--- src/hw/gsc_pkg.sv ---
// Shared constants, types and the checksum function of the gas sensor command port.
package gsc_pkg;

    localparam logic [6:0] GSC_ADDR = 7'h59;
    localparam logic [7:0] GSC_GC_HDR = 8'h00;
    localparam logic [7:0] GSC_GC_RESET = 8'h06;
    localparam logic [15:0] GSC_CMD_MEASURE = 16'h260f;
    localparam logic [15:0] GSC_CMD_SELF_TEST = 16'h280e;
    localparam logic [15:0] GSC_CMD_HEATER_OFF = 16'h3615;
    localparam logic [15:0] GSC_CMD_READ_ID = 16'h3682;

    localparam logic [7:0] GSC_CRC_POLY = 8'h31;
    localparam logic [7:0] GSC_CRC_INIT = 8'hff;
    localparam logic [7:0] GSC_CRC_XOR = 8'h00;
    localparam logic [15:0] GSC_RH_DEFAULT = 16'h8000;
    localparam logic [15:0] GSC_TEMP_DEFAULT = 16'h6666;
    localparam logic [7:0] GSC_ST_PASS = 8'hd4;
    localparam logic [7:0] GSC_ST_FAIL = 8'h4b;
    localparam logic [7:0] GSC_ST_LOW = 8'h00;
    localparam logic [7:0] GSC_FILL_BYTE = 8'hff;

    localparam logic [3:0] GSC_MEAS_LEN = 4'h3;
    localparam logic [3:0] GSC_ST_LEN = 4'h3;
    localparam logic [3:0] GSC_ID_LEN = 4'h9;
    localparam logic [3:0] GSC_LAST_PARAM = 4'h7;
    localparam logic [1:0] GSC_CRC_POS = 2'h2;

    localparam int GSC_CLK_HZ = 20000000;
    localparam int GSC_MEAS_MS = 30;
    localparam int GSC_ST_MS = 320;
    localparam int GSC_ID_MS = 1;
    localparam int GSC_MEAS_CYC = GSC_MEAS_MS * (GSC_CLK_HZ / 1000);
    localparam int GSC_ST_CYC = GSC_ST_MS * (GSC_CLK_HZ / 1000);
    localparam int GSC_ID_CYC = GSC_ID_MS * (GSC_CLK_HZ / 1000);
    localparam int GSC_BUSY_W = 23;

    typedef enum logic [4:0] {
        GSC_L_IDLE = 5'h01,
        GSC_L_RX = 5'h02,
        GSC_L_RACK = 5'h04,
        GSC_L_TX = 5'h08,
        GSC_L_TACK = 5'h10
    } gsc_link_e;

    typedef enum logic [3:0] {
        GSC_JOB_NONE = 4'h1,
        GSC_JOB_MEAS = 4'h2,
        GSC_JOB_ST = 4'h4,
        GSC_JOB_ID = 4'h8
    } gsc_job_e;

    typedef struct packed {
        logic comp_en;
        logic [15:0] rh;
        logic [15:0] temp;
    } gsc_meas_cfg_s;

    typedef struct packed {
        logic [2:0] scl_sy;
        logic [2:0] sda_sy;
        gsc_link_e link;
        logic [7:0] sh;
        logic [3:0] bits;
        logic hdr, rd, gc, gc_rst, mack;
        logic [3:0] wr_cnt;
        logic [1:0] ppos;
        logic [15:0] cmd, pw, rh;
        logic [7:0] crc;
        gsc_meas_cfg_s cfg;
        gsc_job_e job;
        logic [GSC_BUSY_W-1:0] busy_cnt;
        logic busy, filling;
        logic [1:0] fill_pos;
        logic [3:0] fill;
        logic [7:0] fill_crc;
        logic [47:0] words;
        logic [3:0] resp_len, rd_idx, rd_lim;
        logic [7:0] tx;
        logic sda_oe, sda_o, heater, meas_start, st_start;
        logic mem_we;
        logic [3:0] mem_wa;
        logic [7:0] mem_wd;
    } gsc_state_s;

    localparam gsc_state_s GSC_STATE_RST = '{
        scl_sy: 3'h7, sda_sy: 3'h7, link: GSC_L_IDLE, job: GSC_JOB_NONE,
        crc: GSC_CRC_INIT, fill_crc: GSC_CRC_INIT, cfg: '0, default: '0};

    function automatic logic [7:0] gsc_crc8(input logic [7:0] c, input logic [7:0] d);
        logic [7:0] r;
        r = c ^ d;
        for (int i = 0; i < 8; i++) begin
            r = r[7] ? ((r << 1) ^ GSC_CRC_POLY) : (r << 1);
        end
        return r ^ GSC_CRC_XOR;
    endfunction : gsc_crc8

endpackage : gsc_pkg

--- src/hw/gsc_resp_mem.sv ---
// Small response byte memory with a registered read port.
`timescale 1ns/10ps
`default_nettype none
module gsc_resp_mem #(
    parameter int WIDTH = 8,
    parameter int DEPTH = 16,
    parameter int AW = 4
) (
    // Clock and reset.
    input wire logic clock_in,
    input wire logic sys_rst_in,
    // Write port.
    input wire logic wr_en_in,
    input wire logic [AW-1:0] wr_addr_in,
    input wire logic [WIDTH-1:0] wr_data_in,
    // Read port.
    input wire logic [AW-1:0] rd_addr_in,
    output logic [WIDTH-1:0] rd_data_out
);
    logic [WIDTH-1:0] mem [DEPTH];

    always_ff @(posedge clock_in) begin
        if (wr_en_in) begin
            mem[wr_addr_in] <= wr_data_in;
        end
    end

    always_ff @(posedge clock_in) begin
        if (sys_rst_in) begin
            rd_data_out <= '0;
        end else begin
            rd_data_out <= mem[rd_addr_in];
        end
    end
endmodule : gsc_resp_mem
`default_nettype wire

--- src/hw/gsc_i2c_port.sv ---
// Target-side I2C command port of the gas sensor.
//
// Behaviour
// - Commands are two bytes with no checksum byte after them.
// - Parameter and response data travel as two-byte words each followed by a CRC.
// - Only bus address 0x59 and the general call 0x00 are answered; header is address plus direction bit.
// - Standard-mode and fast-mode clock rates up to 400 kHz are supported.
// - Measurement starts when the last parameter byte of the measurement command is acknowledged.
// - While a job runs, every header with address 0x59 is refused; the general call 0x00 is still answered.
// - After the job, a read header is acknowledged and words go MSB first.
// - Master acknowledges each byte; a missing acknowledge stops transmission.
// - Results read once only; bytes beyond the response read as 0xFF.
// - CRC-8 over two bytes, polynomial 0x31, init 0xFF, no reflection, no XOR.
// - Command 0x260F takes six parameter bytes and returns one raw word.
// - Default humidity and temperature words keep compensation disabled.
// - Measurement answer is the unsigned 16-bit raw gas signal.
// - Command 0x280E runs the self-test and returns one word within 320 ms.
// - Command 0x3682 returns three identifier words, nine bytes, within 1 ms.
// - Command 0x3615 turns the heater off and returns to idle.
// - Self-test word starts with 0xD4 on pass and 0x4B on failure.
// - General-call reset 0x00 0x06 restarts the device into idle.
`timescale 1ns/10ps
`default_nettype none
module gsc_i2c_port
    import gsc_pkg::*;
#(
    parameter int unsigned MEAS_CYC = GSC_MEAS_CYC,
    parameter int unsigned ST_CYC = GSC_ST_CYC,
    parameter int unsigned ID_CYC = GSC_ID_CYC
) (
    // Clock and reset.
    input wire logic clock_in,
    input wire logic sys_rst_in,
    // I2C pins; the device never stretches the clock.
    input wire logic scl_in,
    input wire logic sda_in,
    output logic sda_out,
    output logic sda_oe_out,
    // Sensing core.
    input wire logic [15:0] raw_gas_signal_in,
    input wire logic self_test_pass_in,
    input wire logic [47:0] unique_id_in,
    output logic meas_start_out,
    output logic self_test_start_out,
    output logic heater_on_out,
    output logic busy_out,
    output gsc_meas_cfg_s meas_cfg_out
);
    localparam logic [GSC_BUSY_W-1:0] MEAS_LD = GSC_BUSY_W'(MEAS_CYC);
    localparam logic [GSC_BUSY_W-1:0] ST_LD = GSC_BUSY_W'(ST_CYC);
    localparam logic [GSC_BUSY_W-1:0] ID_LD = GSC_BUSY_W'(ID_CYC);

    gsc_state_s s_reg;
    gsc_state_s s_next;
    logic [7:0] mem_rd;
    logic scl_rise, scl_fall, bus_start, bus_stop;

    // Edges come from the second and third flops; at 20 MHz a 400 kHz bit lasts 50 cycles.
    assign scl_rise = s_reg.scl_sy[1] & ~s_reg.scl_sy[2];
    assign scl_fall = ~s_reg.scl_sy[1] & s_reg.scl_sy[2];
    assign bus_start = s_reg.scl_sy[1] & s_reg.scl_sy[2] & ~s_reg.sda_sy[1] & s_reg.sda_sy[2];
    assign bus_stop = s_reg.scl_sy[1] & s_reg.scl_sy[2] & s_reg.sda_sy[1] & ~s_reg.sda_sy[2];

    gsc_resp_mem #(.WIDTH(8), .DEPTH(16), .AW(4)) u_mem (
        .clock_in(clock_in),
        .sys_rst_in(sys_rst_in),
        .wr_en_in(s_reg.mem_we),
        .wr_addr_in(s_reg.mem_wa),
        .wr_data_in(s_reg.mem_wd),
        .rd_addr_in(s_reg.rd_idx),
        .rd_data_out(mem_rd)
    );

    always_comb begin
        logic [3:0] len;
        logic [15:0] full_cmd;
        len = GSC_MEAS_LEN;
        full_cmd = {s_reg.cmd[15:8], s_reg.sh};
        s_next = s_reg;
        s_next.meas_start = 1'b0;
        s_next.st_start = 1'b0;
        s_next.mem_we = 1'b0;
        s_next.scl_sy = {s_reg.scl_sy[1:0], scl_in};
        s_next.sda_sy = {s_reg.sda_sy[1:0], sda_in};

        unique case (s_reg.job)
            GSC_JOB_ST: len = GSC_ST_LEN;
            GSC_JOB_ID: len = GSC_ID_LEN;
            GSC_JOB_MEAS, GSC_JOB_NONE: len = GSC_MEAS_LEN;
        endcase

        // A finished job is laid out in memory as words with their checksums.
        if (s_reg.busy_cnt > GSC_BUSY_W'(1)) begin
            s_next.busy_cnt = s_reg.busy_cnt - GSC_BUSY_W'(1);
        end else if (s_reg.busy_cnt == GSC_BUSY_W'(1)) begin
            s_next.busy_cnt = '0;
            s_next.filling = 1'b1;
            s_next.fill = '0;
            s_next.fill_pos = '0;
            s_next.fill_crc = GSC_CRC_INIT;
            unique case (s_reg.job)
                GSC_JOB_MEAS: s_next.words = {raw_gas_signal_in, 32'h0000_0000};
                GSC_JOB_ST: s_next.words = {self_test_pass_in ? GSC_ST_PASS : GSC_ST_FAIL,
                                            GSC_ST_LOW, 32'h0000_0000};
                GSC_JOB_ID: s_next.words = unique_id_in;
                GSC_JOB_NONE: s_next.words = '0;
            endcase
        end
        if (s_reg.filling) begin
            s_next.mem_we = 1'b1;
            s_next.mem_wa = s_reg.fill;
            s_next.fill = s_reg.fill + 4'h1;
            if (s_reg.fill_pos == GSC_CRC_POS) begin
                s_next.mem_wd = s_reg.fill_crc;
                s_next.fill_crc = GSC_CRC_INIT;
                s_next.fill_pos = '0;
            end else begin
                s_next.mem_wd = s_reg.words[47:40];
                s_next.fill_crc = gsc_crc8(s_reg.fill_crc, s_reg.words[47:40]);
                s_next.words = s_reg.words << 8;
                s_next.fill_pos = s_reg.fill_pos + 2'h1;
            end
            if (s_reg.fill == len - 4'h1) begin
                s_next.filling = 1'b0;
                s_next.resp_len = len;
                // Headers stay refused until the last byte's write is issued, one cycle before it sits in memory.
                s_next.busy = 1'b0;
            end
        end

        unique case (s_reg.link)
            GSC_L_IDLE: begin
            end
            GSC_L_RX: begin
                if (scl_rise) begin
                    s_next.sh = {s_reg.sh[6:0], s_reg.sda_sy[1]};
                    s_next.bits = s_reg.bits + 4'h1;
                end else if (scl_fall && s_reg.bits == 4'h8) begin
                    s_next.link = GSC_L_RACK;
                    s_next.sda_oe = 1'b1;
                    s_next.hdr = 1'b0;
                    if (s_reg.hdr) begin
                        if (s_reg.sh[7:1] == GSC_ADDR && !s_reg.busy) begin
                            s_next.rd = s_reg.sh[0];
                            if (s_reg.sh[0]) begin
                                // The answer is handed out once and then forgotten.
                                s_next.rd_lim = s_reg.resp_len;
                                s_next.resp_len = '0;
                                s_next.rd_idx = '0;
                            end
                        end else if (s_reg.sh == GSC_GC_HDR) begin
                            s_next.gc = 1'b1;
                        end else begin
                            s_next.link = GSC_L_IDLE;
                            s_next.sda_oe = 1'b0;
                        end
                    end else if (s_reg.gc) begin
                        s_next.gc_rst = (s_reg.sh == GSC_GC_RESET);
                        s_next.sda_oe = (s_reg.sh == GSC_GC_RESET);
                    end else begin
                        s_next.wr_cnt = s_reg.wr_cnt + 4'h1;
                        if (s_reg.wr_cnt == 4'h0) begin
                            s_next.cmd[15:8] = s_reg.sh;
                        end else if (s_reg.wr_cnt == 4'h1) begin
                            s_next.cmd = full_cmd;
                            s_next.ppos = '0;
                            s_next.resp_len = '0;
                            if (full_cmd == GSC_CMD_SELF_TEST) begin
                                s_next.job = GSC_JOB_ST;
                                s_next.busy_cnt = ST_LD;
                                s_next.busy = 1'b1;
                                s_next.st_start = 1'b1;
                            end else if (full_cmd == GSC_CMD_READ_ID) begin
                                s_next.job = GSC_JOB_ID;
                                s_next.busy_cnt = ID_LD;
                                s_next.busy = 1'b1;
                            end else if (full_cmd == GSC_CMD_HEATER_OFF) begin
                                s_next.job = GSC_JOB_NONE;
                                s_next.heater = 1'b0;
                            end else if (full_cmd != GSC_CMD_MEASURE) begin
                                s_next.link = GSC_L_IDLE;
                                s_next.sda_oe = 1'b0;
                            end
                        end else if (s_reg.cmd == GSC_CMD_MEASURE &&
                                     s_reg.wr_cnt <= GSC_LAST_PARAM) begin
                            s_next.ppos = s_reg.ppos + 2'h1;
                            if (s_reg.ppos == 2'h0) begin
                                s_next.pw[15:8] = s_reg.sh;
                                s_next.crc = gsc_crc8(GSC_CRC_INIT, s_reg.sh);
                            end else if (s_reg.ppos == 2'h1) begin
                                s_next.pw[7:0] = s_reg.sh;
                                s_next.crc = gsc_crc8(s_reg.crc, s_reg.sh);
                            end else if (s_reg.crc != s_reg.sh) begin
                                // A corrupted word is refused so the master sees the fault.
                                s_next.link = GSC_L_IDLE;
                                s_next.sda_oe = 1'b0;
                            end else if (s_reg.wr_cnt != GSC_LAST_PARAM) begin
                                s_next.ppos = '0;
                                s_next.rh = s_reg.pw;
                            end else begin
                                s_next.cfg.rh = s_reg.rh;
                                s_next.cfg.temp = s_reg.pw;
                                s_next.cfg.comp_en = !(s_reg.rh == GSC_RH_DEFAULT &&
                                                       s_reg.pw == GSC_TEMP_DEFAULT);
                                s_next.job = GSC_JOB_MEAS;
                                s_next.busy_cnt = MEAS_LD;
                                s_next.busy = 1'b1;
                                s_next.meas_start = 1'b1;
                                s_next.heater = 1'b1;
                            end
                        end else begin
                            s_next.link = GSC_L_IDLE;
                            s_next.sda_oe = 1'b0;
                        end
                    end
                end
            end
            GSC_L_RACK: begin
                if (scl_fall) begin
                    s_next.sda_oe = 1'b0;
                    s_next.bits = '0;
                    s_next.link = GSC_L_RX;
                    if (s_reg.rd) begin
                        s_next.link = GSC_L_TX;
                        s_next.tx = (s_reg.rd_idx < s_reg.rd_lim) ? mem_rd : GSC_FILL_BYTE;
                        s_next.sda_oe = (s_reg.rd_idx < s_reg.rd_lim) ? ~mem_rd[7] : 1'b0;
                    end
                end
            end
            GSC_L_TX: begin
                if (scl_fall) begin
                    if (s_reg.bits == 4'h7) begin
                        s_next.link = GSC_L_TACK;
                        s_next.sda_oe = 1'b0;
                        s_next.rd_idx = s_reg.rd_idx + 4'h1;
                    end else begin
                        s_next.tx = s_reg.tx << 1;
                        s_next.sda_oe = ~s_reg.tx[6];
                        s_next.bits = s_reg.bits + 4'h1;
                    end
                end
            end
            GSC_L_TACK: begin
                if (scl_rise) begin
                    s_next.mack = s_reg.sda_sy[1];
                end else if (scl_fall) begin
                    s_next.bits = '0;
                    if (s_reg.mack) begin
                        s_next.link = GSC_L_IDLE;
                    end else begin
                        s_next.link = GSC_L_TX;
                        s_next.tx = (s_reg.rd_idx < s_reg.rd_lim) ? mem_rd : GSC_FILL_BYTE;
                        s_next.sda_oe = (s_reg.rd_idx < s_reg.rd_lim) ? ~mem_rd[7] : 1'b0;
                    end
                end
            end
        endcase

        if (bus_stop) begin
            s_next.link = GSC_L_IDLE;
            s_next.sda_oe = 1'b0;
        end
        if (bus_start) begin
            s_next.link = GSC_L_RX;
            s_next.hdr = 1'b1;
            s_next.rd = 1'b0;
            s_next.gc = 1'b0;
            s_next.bits = '0;
            s_next.wr_cnt = '0;
            s_next.sda_oe = 1'b0;
        end
        // The reset takes effect on the falling clock edge that ends the acknowledge, releasing it in the same cycle.
        if (s_reg.gc_rst && s_reg.link == GSC_L_RACK && scl_fall) begin
            s_next = GSC_STATE_RST;
            s_next.scl_sy = {s_reg.scl_sy[1:0], scl_in};
            s_next.sda_sy = {s_reg.sda_sy[1:0], sda_in};
        end
    end

    always_ff @(posedge clock_in) begin
        if (sys_rst_in) begin
            s_reg <= GSC_STATE_RST;
        end else begin
            s_reg <= s_next;
        end
    end

    assign sda_out = s_reg.sda_o;
    assign sda_oe_out = s_reg.sda_oe;
    assign meas_start_out = s_reg.meas_start;
    assign self_test_start_out = s_reg.st_start;
    assign heater_on_out = s_reg.heater;
    assign busy_out = s_reg.busy;
    assign meas_cfg_out = s_reg.cfg;

    // The busy flag follows the count and the fill, and changes in the same cycle as them.
    logic busy_ok;
    assign busy_ok = s_reg.busy || (s_reg.busy_cnt == '0 && !s_reg.filling);
endmodule : gsc_i2c_port
`default_nettype wire

--- config.mk ---
export PLATFORM = sky130hd
export DESIGN_NAME = gsc_i2c_port
export DESIGN_NICKNAME = d
export VERILOG_FILES = /design/src/hw/gsc_pkg.sv /design/src/hw/gsc_resp_mem.sv /design/src/hw/gsc_i2c_port.sv
export SDC_FILE = /design/constraint.sdc
export NUM_CORES = 1
export LEC_CHECK = 0
export ABC_AREA = 1
export BUFFER_PORTS_ARGS = -buffer_cell sky130_fd_sc_hd__buf_4
export CAP_MARGIN = 20
export CORE_MARGIN = 4
export CORE_UTILIZATION = 57
export CTS_BUF_LIST = sky130_fd_sc_hd__clkbuf_8
export DETAILED_ROUTE_END_ITERATION = 16
export MAX_ROUTING_LAYER = met4
export PLACE_DENSITY = 0.75
export SETUP_SLACK_MARGIN = 0.02
export SLEW_MARGIN = 25
export SYNTH_ARGS = -nofsm -noshare
export SYNTH_HDL_FRONTEND = slang
export SYNTH_SLANG_ARGS = --single-unit
--- constraint.sdc ---
create_clock -name clock_in -period 2.1 [get_ports clock_in]
set_input_delay 0.21 -clock clock_in [delete_from_list [all_inputs] [get_ports clock_in]]
set_output_delay 0.21 -clock clock_in [all_outputs]
set_load 0.1 [all_outputs]
==> results.env, run 1 <==
OUTCOME='complete, no violations'
DRT_FIRST_ITER_VIOLATIONS=1346
YOSYSWARNINGCOUNT=0
TRITONCTS_NUM_SINKS=386
WORST-ENDPOINT-REQUIRED_NS=2.57
MAXIMUM_NUMBER_OF_PINS_ON_ONE_NET_BEFORE_GLOBAL_ROUTE_REPAIR=68
SHARE_OF_LAYOUT_CELLS_ABOVE_DRIVE_STRENGTH_1_PCT=17.6
CLK_PATH_BUF_DEPTH=3
VIAS_PER_CELL=5.57
LAYOUT_NET_COUNT=2476
STD_CELL_ROWS=65
FINALMAXSLEWVIOLATIONS=0
YOSYSSEQAREASHARE_PCT=49.3
VIAS_IN_THE_FIRST_GLOBAL_ROUTE=15200
YOSYSTOPAREACELL='sky130_fd_sc_hd__dfxtp_1'
WORST_CLOCK_SKEW_NS=0.0336
GRT_SETUP_UNREPAIRED='true'
PATH_MAX_FANOUT=5
FLOORPLAN.IO_PINS=108
SYNTH_TOP_CELLS_BY_COUNT='sky130_fd_sc_hd__nand2_1, sky130_fd_sc_hd__nor2_1, sky130_fd_sc_hd__dfxtp_1'
GRT.TOTAL_USAGE_PCT=26.5
FIN_CRIT_NS=1.99
ANT_NETS=0
DPL.HPWL_UM=31600
FMAXACHIEVABLE_GHz=0.503
PWR-SHARE-CLK_PCT=36.9
BUFFER_CELL_DRIVING_THE_CLOCK_TREE_ROOT='sky130_fd_sc_hd__clkbuf_8'
SYNTHCELLS=2220
YS_TYPES=56
CORE-AREA_UM2=31600
CTS.HTREE.LEVELS=3
CTS_INSERTED_BUFFERS=66
SYNTH_EDF_COUNT=128
FINALCRITPERIODSHARE_PCT=94.8
FINAL_SETUP_TNS_NS=0
SYNTH_TOP_AREA_SHARE_PCT=28.3
START_UTIL_PCT=57.9
SWSHARE_PCT=30.2
SYN_AREA_PER_CELL_UM2=8.23
GPL.FINAL_WEIGHTED_CONGESTION=0.937
PORT_BUFFERS=106
IR_DROP_WORST_CASE_VDD_V=0.00109
REPORT.FINAL.SETUP_VIOL=0
NUMBER_OF_ANTENNA_DIODES=0
CLK_PIN_SLEW_NS=0.06
SWITCHINGPOWER_mW=5.94
FIRST_PASS_ITERS=5
GRT_OVERFLOW_TOTAL=0
SLEW_HEADROOM_PCT=48.2
POWER_PER_CELL_AREA_nW_PER_UM2=910
CLASS_OF_THE_TIGHTEST_HOLD_OR_REMOVAL_CHECK='in2reg'
CLK-INSERTION-DELAY-LATE_NS=0.60
WORSTMARGINPINSLEW_NS=0.774
CP_DATA_ARRIVAL_TIME_NS=2.46
DRV.MAX_CAP_VIOLATION_COUNT=0
ROUTEDWLPERCELL_UM=16.4
DRCVIOLATIONCOUNT=0
SYNTH-SEQ-CELLS=386
START_KIND='register'
SYNTH.TOP_CELLS.BY_AREA='sky130_fd_sc_hd__dfxtp_1, sky130_fd_sc_hd__edfxtp_1, sky130_fd_sc_hd__nand2_1, sky130_fd_sc_hd__nor2_1, sky130_fd_sc_hd__inv_1'
MAPPEDNETLISTAREA_UM2=18300
PWR-SHARE-COMB_PCT=19.8
ROUTED_WL_UM=46800
TOTAL_LEAKAGE_POWER_nW=9.03
WORSTSETUPPATHTYPE='reg2reg'
FP.DIEAREA_UM2=35000
CLOCK_TREE_FROM_TRITONCTS='yes'
WIRE_LENGTH_OF_THE_FIRST_GLOBAL_ROUTING_PASS_UM=75800
SHARE_SEQ_OF_TOTAL_POWER_PCT=43.3
SYN2LAYOUT_AREA_GROWTH_PCT=18.1
GRT_ANTENNA_BEFORE_REPAIR=0
SYNTHESIZED_NETLIST_NET_COUNT=2303
VIAS=15900
TOTAL_POWER_mW=19.7
NUMBER_OF_FLIP_FLOPS_UNDER_THE_LARGEST_REGISTER_NAME=212
WORSTSETUPENDPOINTTYPE='register'
CELL_INT_POWER_mW=13.7
POSTSYNTH.TOPFLOPCELL='sky130_fd_sc_hd__dfxtp_1'
DIEHEIGHT_UM=187
FIN_UTIL_PCT=68.4
SYNTH.MOST_COMMON_CELL='sky130_fd_sc_hd__nand2_1'
CHIPWIDTH_UM=187
TIMING.FINAL.HOLD_VIOLATIONS=0
YS_ASYNC_SR_FRACTION_PCT=0
[power by group through the flow]
| stage | registers, mW | logic [mW] | clock network, mW |
|---|---|---|---|
| 3_3_place_gp | 8.63 | 3.70 | 0 |
| 6_report | 8.50 | 3.90 | 7.25 |
| 4_1_cts | 8.49 | 3.83 | 7.39 |
| 5_1_grt | 8.54 | 4.41 | 7.76 |
| 2_1_floorplan | 8.55 | 2.91 | 0 |
| 3_5_place_dp | 8.64 | 3.77 | 0 |
[cell usage in the layout, fill, tap and decap left out, drive strengths merged, types with 49 or more instances in the layout]
| cell type | instances |
|---|---|
| a21oi | 138 |
| nand2 | 401 |
| nor2 | 359 |
| o221ai | 49 |
| inv | 260 |
| a211oi | 60 |
| o21ai | 159 |
| edfxtp | 128 |
| dfxtp | 258 |
| buf | 210 |
| clkbuf | 85 |
| nand3 | 96 |
[worst paths after layout]
kind                                start                       to  slack (ns)  cells after the start
setup / recovery  s_reg[229]$_SDFFE_PP0P_  s_reg[168]$_SDFFE_PP1P_        0.11                     11
hold / removal           unique_id_in[25]     s_reg[63]$_SDFF_PP0_        0.02                      5
setup reg to reg  s_reg[229]$_SDFFE_PP0P_  s_reg[168]$_SDFFE_PP1P_        0.11                     11
hold reg to reg     s_reg[246]$_SDFF_PP1_    s_reg[247]$_SDFF_PP1_        0.43                      1
[logic make-up after synthesis]
logic type      after synthesis  synth area share, %
compound gates              461                 16.0
xor+xnor                     58                 3.03
fa+ha+maj                    14                0.959
buf+inv                     371                 8.92
flops                       386                 49.3
other cells                   1               0.0205
simple gates                929                 21.8
[what timing repair did]
item	4_1_cts	5_1_grt
setup buffers	0	20
resized for setup	1	41
hold buffers	25	0
pin swaps	0	13
setup endpoints to repair	5	143
endpoints found under the hold margin	29	0
gates cloned	0	2
[through the flow]
stage	hold slack, ns	setup slack (ns)	area [um2]	std cells
after floorplan	0.314	0.215	18300	2220
after global placement	0.394	0.0726	19600	2680
after detailed placement	0.397	0.0349	19600	2680
after CTS	0.00397	0.0379	21300	2825
after global routing	0.0147	-0.0156	21600	2847
final	0.0181	0.110	21600	2847
[critical path, cell delays in order (launching register included)]
cell                             delay, ns
sky130_fd_sc_hd__dfxtp_2              0.35
sky130_fd_sc_hd__inv_1                0.05
sky130_fd_sc_hd__ha_1                 0.22
sky130_fd_sc_hd__nand4_4              0.15
sky130_fd_sc_hd__nor2_2               0.06
sky130_fd_sc_hd__buf_4                0.17
sky130_fd_sc_hd__nand3b_1             0.22
sky130_fd_sc_hd__inv_2                0.11
sky130_fd_sc_hd__dlymetal6s2s_1       0.18
sky130_fd_sc_hd__or2_2                0.27
sky130_fd_sc_hd__nand2_1              0.07
sky130_fd_sc_hd__nand2_1              0.04
[cell type report]
type / instances / area [um2]
clock inverter: 36 / 290
inverter: 238 / 903
multi-input combinational: 1464 / 7730
fill: 2565 / 9970
sequential: 386 / 9020
tap: 402 / 503
clock buffer: 84 / 1160
timing repair buffer: 237 / 1980
[layer usage]
layer | routed length, um | global-route usage [%]
met1 | 20700 | 35.5
met2 | 22100 | 42.0
met3 | 2940 | 3.77
met4 | 1060 | 8.36
met5 | 0 | -
No activity file was read; power rests on OpenSTA's default activity.
==> run 2: changes to the inputs <==
MAX_ROUTING_LAYER = unset   (was met4)
==> results.env, run 2 (synthesis results as in run 1) <==
OUTCOME='complete, no violations'
POST_LAYOUT_NONFILLER_INSTANCES=2836
FINAL_SETUP_TNS_NS=0
TOTAL_LEAKAGE_POWER_nW=8.90
CLK_PIN_SLEW_NS=0.07
GPL.FINAL_WEIGHTED_CONGESTION=0.945
FIRST_PASS_ITERS=6
TIMING.FINAL.HOLD_VIOLATIONS=0
ROUTEDWLPERCELL_UM=16.1
WORSTMARGINPINSLEW_NS=0.797
FINALCRITPERIODSHARE_PCT=96.2
CORE-AREA_UM2=31600
FMAXACHIEVABLE_GHz=0.495
BUFFER_CELL_DRIVING_THE_CLOCK_TREE_ROOT='sky130_fd_sc_hd__clkbuf_8'
CP_DATA_ARRIVAL_TIME_NS=2.56
FP.DIEAREA_UM2=35000
VIAS=15700
PLACE.DETAILED.INSTANCES=2674
GRT_OVERFLOW_TOTAL=0
VIAS_IN_THE_FIRST_GLOBAL_ROUTE=15100
FIN_CRIT_NS=2.02
SLEW_HEADROOM_PCT=46.7
WORSTSETUPENDPOINTTYPE='register'
VIAS_PER_CELL=5.52
ROUTED_WL_UM=45700
MAXIMUM_NUMBER_OF_PINS_ON_ONE_NET_BEFORE_GLOBAL_ROUTE_REPAIR=68
WORST-ENDPOINT-REQUIRED_NS=2.64
CLK_PATH_BUF_DEPTH=3
GRT.TOTAL_USAGE_PCT=25.4
GRT_ANTENNA_BEFORE_REPAIR=0
WORST_CLOCK_SKEW_NS=0.0272
DIEHEIGHT_UM=187
WORST_PATH_LARGEST_CELL_DELAY_NS=0.44
MOSTFREQUENTLAYOUTCELLS='sky130_fd_sc_hd__nand2_1, sky130_fd_sc_hd__nor2_1, sky130_fd_sc_hd__dfxtp_1'
STD_CELL_ROWS=65
TOTAL_POWER_mW=18.7
CLOCK_TREE_FROM_TRITONCTS='yes'
WORST_R2R_PATH_DEPTH=10
REPORT.FINAL.SETUP_VIOL=0
SYN2LAYOUT_AREA_GROWTH_PCT=16.7
CLK-INSERTION-DELAY-LATE_NS=0.63
ANT_NETS=0
GRT_SETUP_UNREPAIRED='true'
DRV.MAX_CAP_VIOLATION_COUNT=0
NUMBER_OF_ANTENNA_DIODES=0
START_UTIL_PCT=57.9
LAYOUT_NET_COUNT=2469
WIRE_LENGTH_OF_THE_FIRST_GLOBAL_ROUTING_PASS_UM=75300
IR_DROP_WORST_CASE_VDD_V=0.000835
DPL.HPWL_UM=30900
CHIPWIDTH_UM=187
START_KIND='register'
FIN_UTIL_PCT=67.5
TRITONCTS_NUM_SINKS=386
SHARE_OF_LAYOUT_CELLS_ABOVE_DRIVE_STRENGTH_1_PCT=15.9
CPMOSTUSEDCELL='sky130_fd_sc_hd__nand2_1'
MOST_COMMON_CELL_AFTER_LAYOUT_FILL_AND_TAPS_ASIDE='sky130_fd_sc_hd__nand2_1'
CLASS_OF_THE_TIGHTEST_HOLD_OR_REMOVAL_CHECK='in2reg'
PATH_MAX_FANOUT=7
FLOORPLAN.IO_PINS=108
POWER_PER_CELL_AREA_nW_PER_UM2=878
WORSTSETUPPATHTYPE='reg2reg'
PORT_BUFFERS=106
HOLD_PATH_DEPTH=4
CRITICAL_PATH_CELL_BY_CELL='inv_2 > nor3_1 > nand3_1 > nor3_1 > buf_4 > nand2_1 > nand2_1 > nand3_1 > nand2_1 > nor3b_1'
CTS_INSERTED_BUFFERS=61
FILLERINSTANCES=2560
DRCVIOLATIONCOUNT=0
FINALMAXSLEWVIOLATIONS=0
CRIT_SLOWEST_CELL='sky130_fd_sc_hd__dfxtp_1'
DRT_FIRST_ITER_VIOLATIONS=1425
CTS.HTREE.LEVELS=2
NUMBER_OF_FLIP_FLOPS_UNDER_THE_LARGEST_REGISTER_NAME=212
REGTOREGSETUPSLACK_NS=0.08
-- run 2: power by group --
part	internal (mW)	switching, mW	total [mW]
Clock	3.32	3.01	6.33
Combinational	1.44	2.45	3.89
Sequential	8.15	0.355	8.50
Total	12.9	5.81	18.7
-- run 2: metrics by stage --
stage / worst slack (ns) / hold WS, ns / instance area [um2]
finish: 0.0807 / 0.00281 / 21300
detailed placement: 0.0602 / 0.397 / 19500
global placement: 0.145 / 0.393 / 19500
CTS: 0.0532 / 0.00143 / 21200
global route: -0.0418 / 0.0427 / 21300
floorplan: 0.215 / 0.314 / 18300
-- run 2: area by class of cell --
class / count / area [um2] / area share, %
tap: 402 / 503 / 2.36
sequential: 386 / 9020 / 42.3
timing repair buffer: 234 / 2000 / 9.40
multi-input combinational: 1464 / 7670 / 36.0
clock inverter: 41 / 260 / 1.22
timing repair inverter: 1 / 5.00 / 0.0235
clock buffer: 70 / 963 / 4.52
inverter: 238 / 897 / 4.21
-- run 2: worst max-delay path, delay by kind of cell, from the launching register on --
family | cells | cell delay, ns
AND/OR/NAND/NOR | 8 | 1.20
flip-flops | 1 | 0.44
buffers and inverters | 2 | 0.31
-- run 2: final timing paths --
check | startpoint | endpoint
setup / recovery | s_reg[237]$_SDFFE_PP0P_ | s_reg[32]$_SDFFE_PP0P_
hold / removal | raw_gas_signal_in[14] | s_reg[84]$_SDFF_PP0_
setup reg to reg | s_reg[237]$_SDFFE_PP0P_ | s_reg[32]$_SDFFE_PP0P_
hold reg to reg | s_reg[249]$_SDFF_PP1_ | s_reg[250]$_SDFF_PP1_
-- run 2: routing by layer --
layer	vias up	wire, um	GRT usage, %
met5	-	0	0
met4	0	1480	8.99
met3	131	2850	3.70
met2	577	21200	41.4
met1	7218	20200	35.0
li1	7734	-	-
-- run 2: what timing repair did --
action	4_1_cts	5_1_grt
endpoints found under the hold margin	44	0
gates resized for setup	0	14
buffers inserted	0	7
setup endpoints to repair	0	118
hold buffers	42	0
==> run 3: changes to the inputs <==
ABC_AREA = unset   (was 1)
GPL_TIMING_DRIVEN = 0   (was unset)
PLACE_DENSITY = 0.76   (was 0.75)
clock period = 2.2 ns   (was 2.1 ns; I/O delays follow)
==> results.env, run 3 <==
BUFFER_CELL_DRIVING_THE_CLOCK_TREE_ROOT='sky130_fd_sc_hd__clkbuf_8'
CLOCK_TREE_FROM_TRITONCTS='yes'
CP_DATA_ARRIVAL_TIME_NS=3.03
CTS.HTREE.LEVELS=3
WORSTSETUPPATHTYPE='reg2reg'
FINALCRITPERIODSHARE_PCT=118
LAYOUT_NET_COUNT=2024
PATH_MAX_FANOUT=10
SYN2LAYOUT_AREA_GROWTH_PCT=35.3
SHARE_OF_LAYOUT_CELLS_ABOVE_DRIVE_STRENGTH_1_PCT=37.9
PORT_BUFFERS=106
YS_TYPES=79
CRIT_SLOWEST_CELL='sky130_fd_sc_hd__or4_4'
PWR-SHARE-COMB_PCT=25.9
MOSTFREQUENTLAYOUTCELLS='sky130_fd_sc_hd__dfxtp_1, sky130_fd_sc_hd__buf_4, sky130_fd_sc_hd__nor2_1'
YS_ASYNC_SR_FRACTION_PCT=0
CORE-AREA_UM2=29600
SYNTH-COMPOUND-AREA-SHARE_PCT=10.2
FIN_CRIT_NS=2.60
GRT_ANTENNA_BEFORE_REPAIR=0
WORST-ENDPOINT-REQUIRED_NS=2.63
CHIPWIDTH_UM=181
SYNTH.TOP_CELLS.BY_AREA='sky130_fd_sc_hd__dfxtp_1, sky130_fd_sc_hd__edfxtp_1, sky130_fd_sc_hd__mux4_2, sky130_fd_sc_hd__mux2i_1, sky130_fd_sc_hd__nor2_1'
SYNTHESIZED_NETLIST_NET_COUNT=1723
WORSTSETUPENDPOINTTYPE='register'
MAXIMUM_NUMBER_OF_PINS_ON_ONE_NET_BEFORE_GLOBAL_ROUTE_REPAIR=18
DESIGN_AREA_UM2=23200
SHARE_SEQ_OF_TOTAL_POWER_PCT=42.5
SWSHARE_PCT=32.0
VIAS_PER_CELL=6.40
NUMBER_OF_FLIP_FLOPS_UNDER_THE_LARGEST_REGISTER_NAME=212
WIRE_LENGTH_OF_THE_FIRST_GLOBAL_ROUTING_PASS_UM=77400
PWR-SHARE-CLK_PCT=31.7
SYNTHCELLS=1640
TIMING.FINAL.HOLD_VIOLATIONS=0
ROUTEDWLPERCELL_UM=23.0
YOSYSTOPAREACELL='sky130_fd_sc_hd__dfxtp_1'
DIEHEIGHT_UM=181
VIAS=15200
FINALMAXSLEWVIOLATIONS=0
CLK_PIN_SLEW_NS=0.06
FIRST_PASS_ITERS=9
CRITICAL_PATH_CELL_BY_CELL='or4_4 > buf_4 > buf_6 > nor4_4 > nand4_1 > buf_6 > clkbuf_16 > a221o_1 > o21ai_2 > o21ai_2'
WORST_PATH_LARGEST_CELL_DELAY_NS=0.56
TOTAL_POWER_mW=20.2
POWER_PER_CELL_AREA_nW_PER_UM2=871
FLOORPLAN.IO_PINS=108
WORST_CLOCK_SKEW_NS=0.0388
CLK-INSERTION-DELAY-LATE_NS=0.61
DPL_CELL_AREA_UM2=18600
YOSYSSEQAREASHARE_PCT=52.5
SYNTH_TOP_AREA_SHARE_PCT=30.1
GRT_OVERFLOW_TOTAL=0
FIN_UTIL_PCT=78.3
IR_DROP_WORST_CASE_VDD_V=0.000633
GRT_SETUP_UNREPAIRED='true'
REPORT.FINAL.SETUP_VIOL=170
CELL_INT_POWER_mW=13.8
WORSTMARGINPINSLEW_NS=0.890
SWITCHINGPOWER_mW=6.46
CLK_PATH_BUF_DEPTH=3
MAIN_COMBINATIONAL_CELL_FAMILY_BY_AREA_AFTER_SYNTHESIS='simple AND/OR/NAND/NOR gates'
SYNTH-SEQ-CELLS=386
YOSYSWARNINGCOUNT=0
SYNTH.MOST_COMMON_CELL='sky130_fd_sc_hd__dfxtp_1'
SYNTH-XOR-AREA-SHARE_PCT=4.53
SYNTH_EDF_COUNT=128
GRT.TOTAL_USAGE_PCT=29.1
GPL.FINAL_WEIGHTED_CONGESTION=0.920
FILLERINSTANCES=1656
STD_CELL_ROWS=63
DRT_FIRST_ITER_VIOLATIONS=1667
MOST_COMMON_CELL_AFTER_LAYOUT_FILL_AND_TAPS_ASIDE='sky130_fd_sc_hd__dfxtp_1'
FMAXACHIEVABLE_GHz=0.385
TRITONCTS_NUM_SINKS=386
FP.DIEAREA_UM2=32900
SLEW_HEADROOM_PCT=40.4
VIOLATIONS_IN_THE_FINAL_REPORTS='negative setup slack'
NUMBER_OF_ANTENNA_DIODES=0
SYNTH_TOP_CELLS_BY_COUNT='sky130_fd_sc_hd__dfxtp_1, sky130_fd_sc_hd__nor2_1, sky130_fd_sc_hd__nand2_1'
DPL.HPWL_UM=30400
TOTAL_LEAKAGE_POWER_nW=9.04
MAPPEDNETLISTAREA_UM2=17200
CTS_INSERTED_BUFFERS=66
POSTLAYOUTSETUPSLACKWORST_NS=-0.400
OUTCOME='finished, violations left'
START_UTIL_PCT=57.9
DRV.MAX_CAP_VIOLATION_COUNT=0
SYNTH-SIMPLE-AREA-SHARE_PCT=17.4
CLASS_OF_THE_TIGHTEST_HOLD_OR_REMOVAL_CHECK='in2reg'
ANT_NETS=0
VIAS_IN_THE_FIRST_GLOBAL_ROUTE=14500
POSTSYNTH.TOPFLOPCELL='sky130_fd_sc_hd__dfxtp_1'
DRCVIOLATIONCOUNT=0
SYN_AREA_PER_CELL_UM2=10.5
MUXSHAREOFSYNTHAREA_PCT=9.86
ROUTED_WL_UM=54700
YOSYS.AREA_SHARE.ADDER_PCT=1.02
START_KIND='register'
[run 3: changes by cell type after synthesis, moves of 26 or more]
cell                       delta
sky130_fd_sc_hd__nor2_1     -154
sky130_fd_sc_hd__a21oi_1     -54
sky130_fd_sc_hd__mux2i_1     +79
sky130_fd_sc_hd__inv_1      -205
sky130_fd_sc_hd__a211oi_2    -29
sky130_fd_sc_hd__o221ai_1    -47
sky130_fd_sc_hd__mux4_2      +40
sky130_fd_sc_hd__nand2_1    -233
sky130_fd_sc_hd__o21ai_0     -96
sky130_fd_sc_hd__xnor2_1     +37
sky130_fd_sc_hd__a311oi_1    +26
[run 3: cell type report]
class                      instances  area, um2  area share [%]
sequential                       386       9040            39.0
tap                              390        488            2.10
clock inverter                    44        273            1.18
multi-input combinational       1098       9040            39.0
buffer                           126       1010            4.34
inverter                          19       71.3           0.307
clock buffer                      73       1000            4.33
timing repair buffer             244       2280            9.81
[run 3: routing by layer]
layer / up-vias / GRT usage, % / share of wire (%)
met3: 328 / 5.13 / 8.7
met4: 0 / 13.1 / 5.9
li1: 6551 / - / -
met1: 7331 / 36.5 / 37
met2: 1016 / 49.4 / 49
met5: - / 0 / 0
[run 3: final timing paths]
| path | start | endpoint | slack, ns | cells past startpoint |
|---|---|---|---|---|
| hold reg to reg | s_reg[249]$_SDFF_PP1_ | s_reg[250]$_SDFF_PP1_ | 0.41 | 1 |
| setup reg to reg | s_reg[120]$_SDFF_PP0_ | s_reg[83]$_SDFF_PP0_ | -0.40 | 10 |
| hold / removal | unique_id_in[37] | s_reg[75]$_SDFF_PP0_ | 0.09 | 4 |
| setup / recovery | s_reg[120]$_SDFF_PP0_ | s_reg[83]$_SDFF_PP0_ | -0.40 | 10 |
[run 3: critical path, delay by kind of cell, from the launching register on]
kind	cells	cell delay, ns
AO/OA/AOI/OAI	3	0.56
buffers and inverters	4	0.61
AND/OR/NAND/NOR	3	0.93
flip-flops	1	0.33
[run 3: cell families (layout without fill, tap and decap cells)]
logic type | count (synthesis) | after routing
XOR/XNOR | 87 | 87
adder cells (fa/ha/maj) | 14 | 14
other | 1 | 1
flip-flops | 386 | 386
AO/OA/AOI/OAI | 269 | 269
buffers and inverters | 156 | 506
multiplexers | 119 | 119
AND/OR/NAND/NOR | 608 | 608
[run 3: power groups by stage]
stage	sequential, mW	clock, mW	combinational, mW
5_1_grt	8.63	6.78	5.46
3_3_place_gp	8.59	0	2.92
4_1_cts	8.50	6.38	4.23
6_report	8.58	6.40	5.23
2_1_floorplan	8.45	0	2.29
3_5_place_dp	8.62	0	2.98
[run 3: what timing repair did]
action                                 4_1_cts  5_1_grt
hold buffers                                35        0
gates resized for setup                    295      278
buffers inserted                            63       27
gates cloned                                10        6
endpoints found under the hold margin       38        0
setup endpoints to repair                  252      229
pin swaps                                  113      140
[run 3: metrics by stage]
stage               setup TNS (ns)  hold slack [ns]  instances  worst slack (ns)
CTS                          -8.03           0.0496       2353            -0.210
global route                -36.31            0.109       2380            -0.460
global placement           -132.80            0.393       2136            -0.814
floorplan                   -0.481            0.292       1640           -0.0239
detailed placement         -141.73            0.400       2136            -0.877
finish                      -31.36           0.0859       2380            -0.400
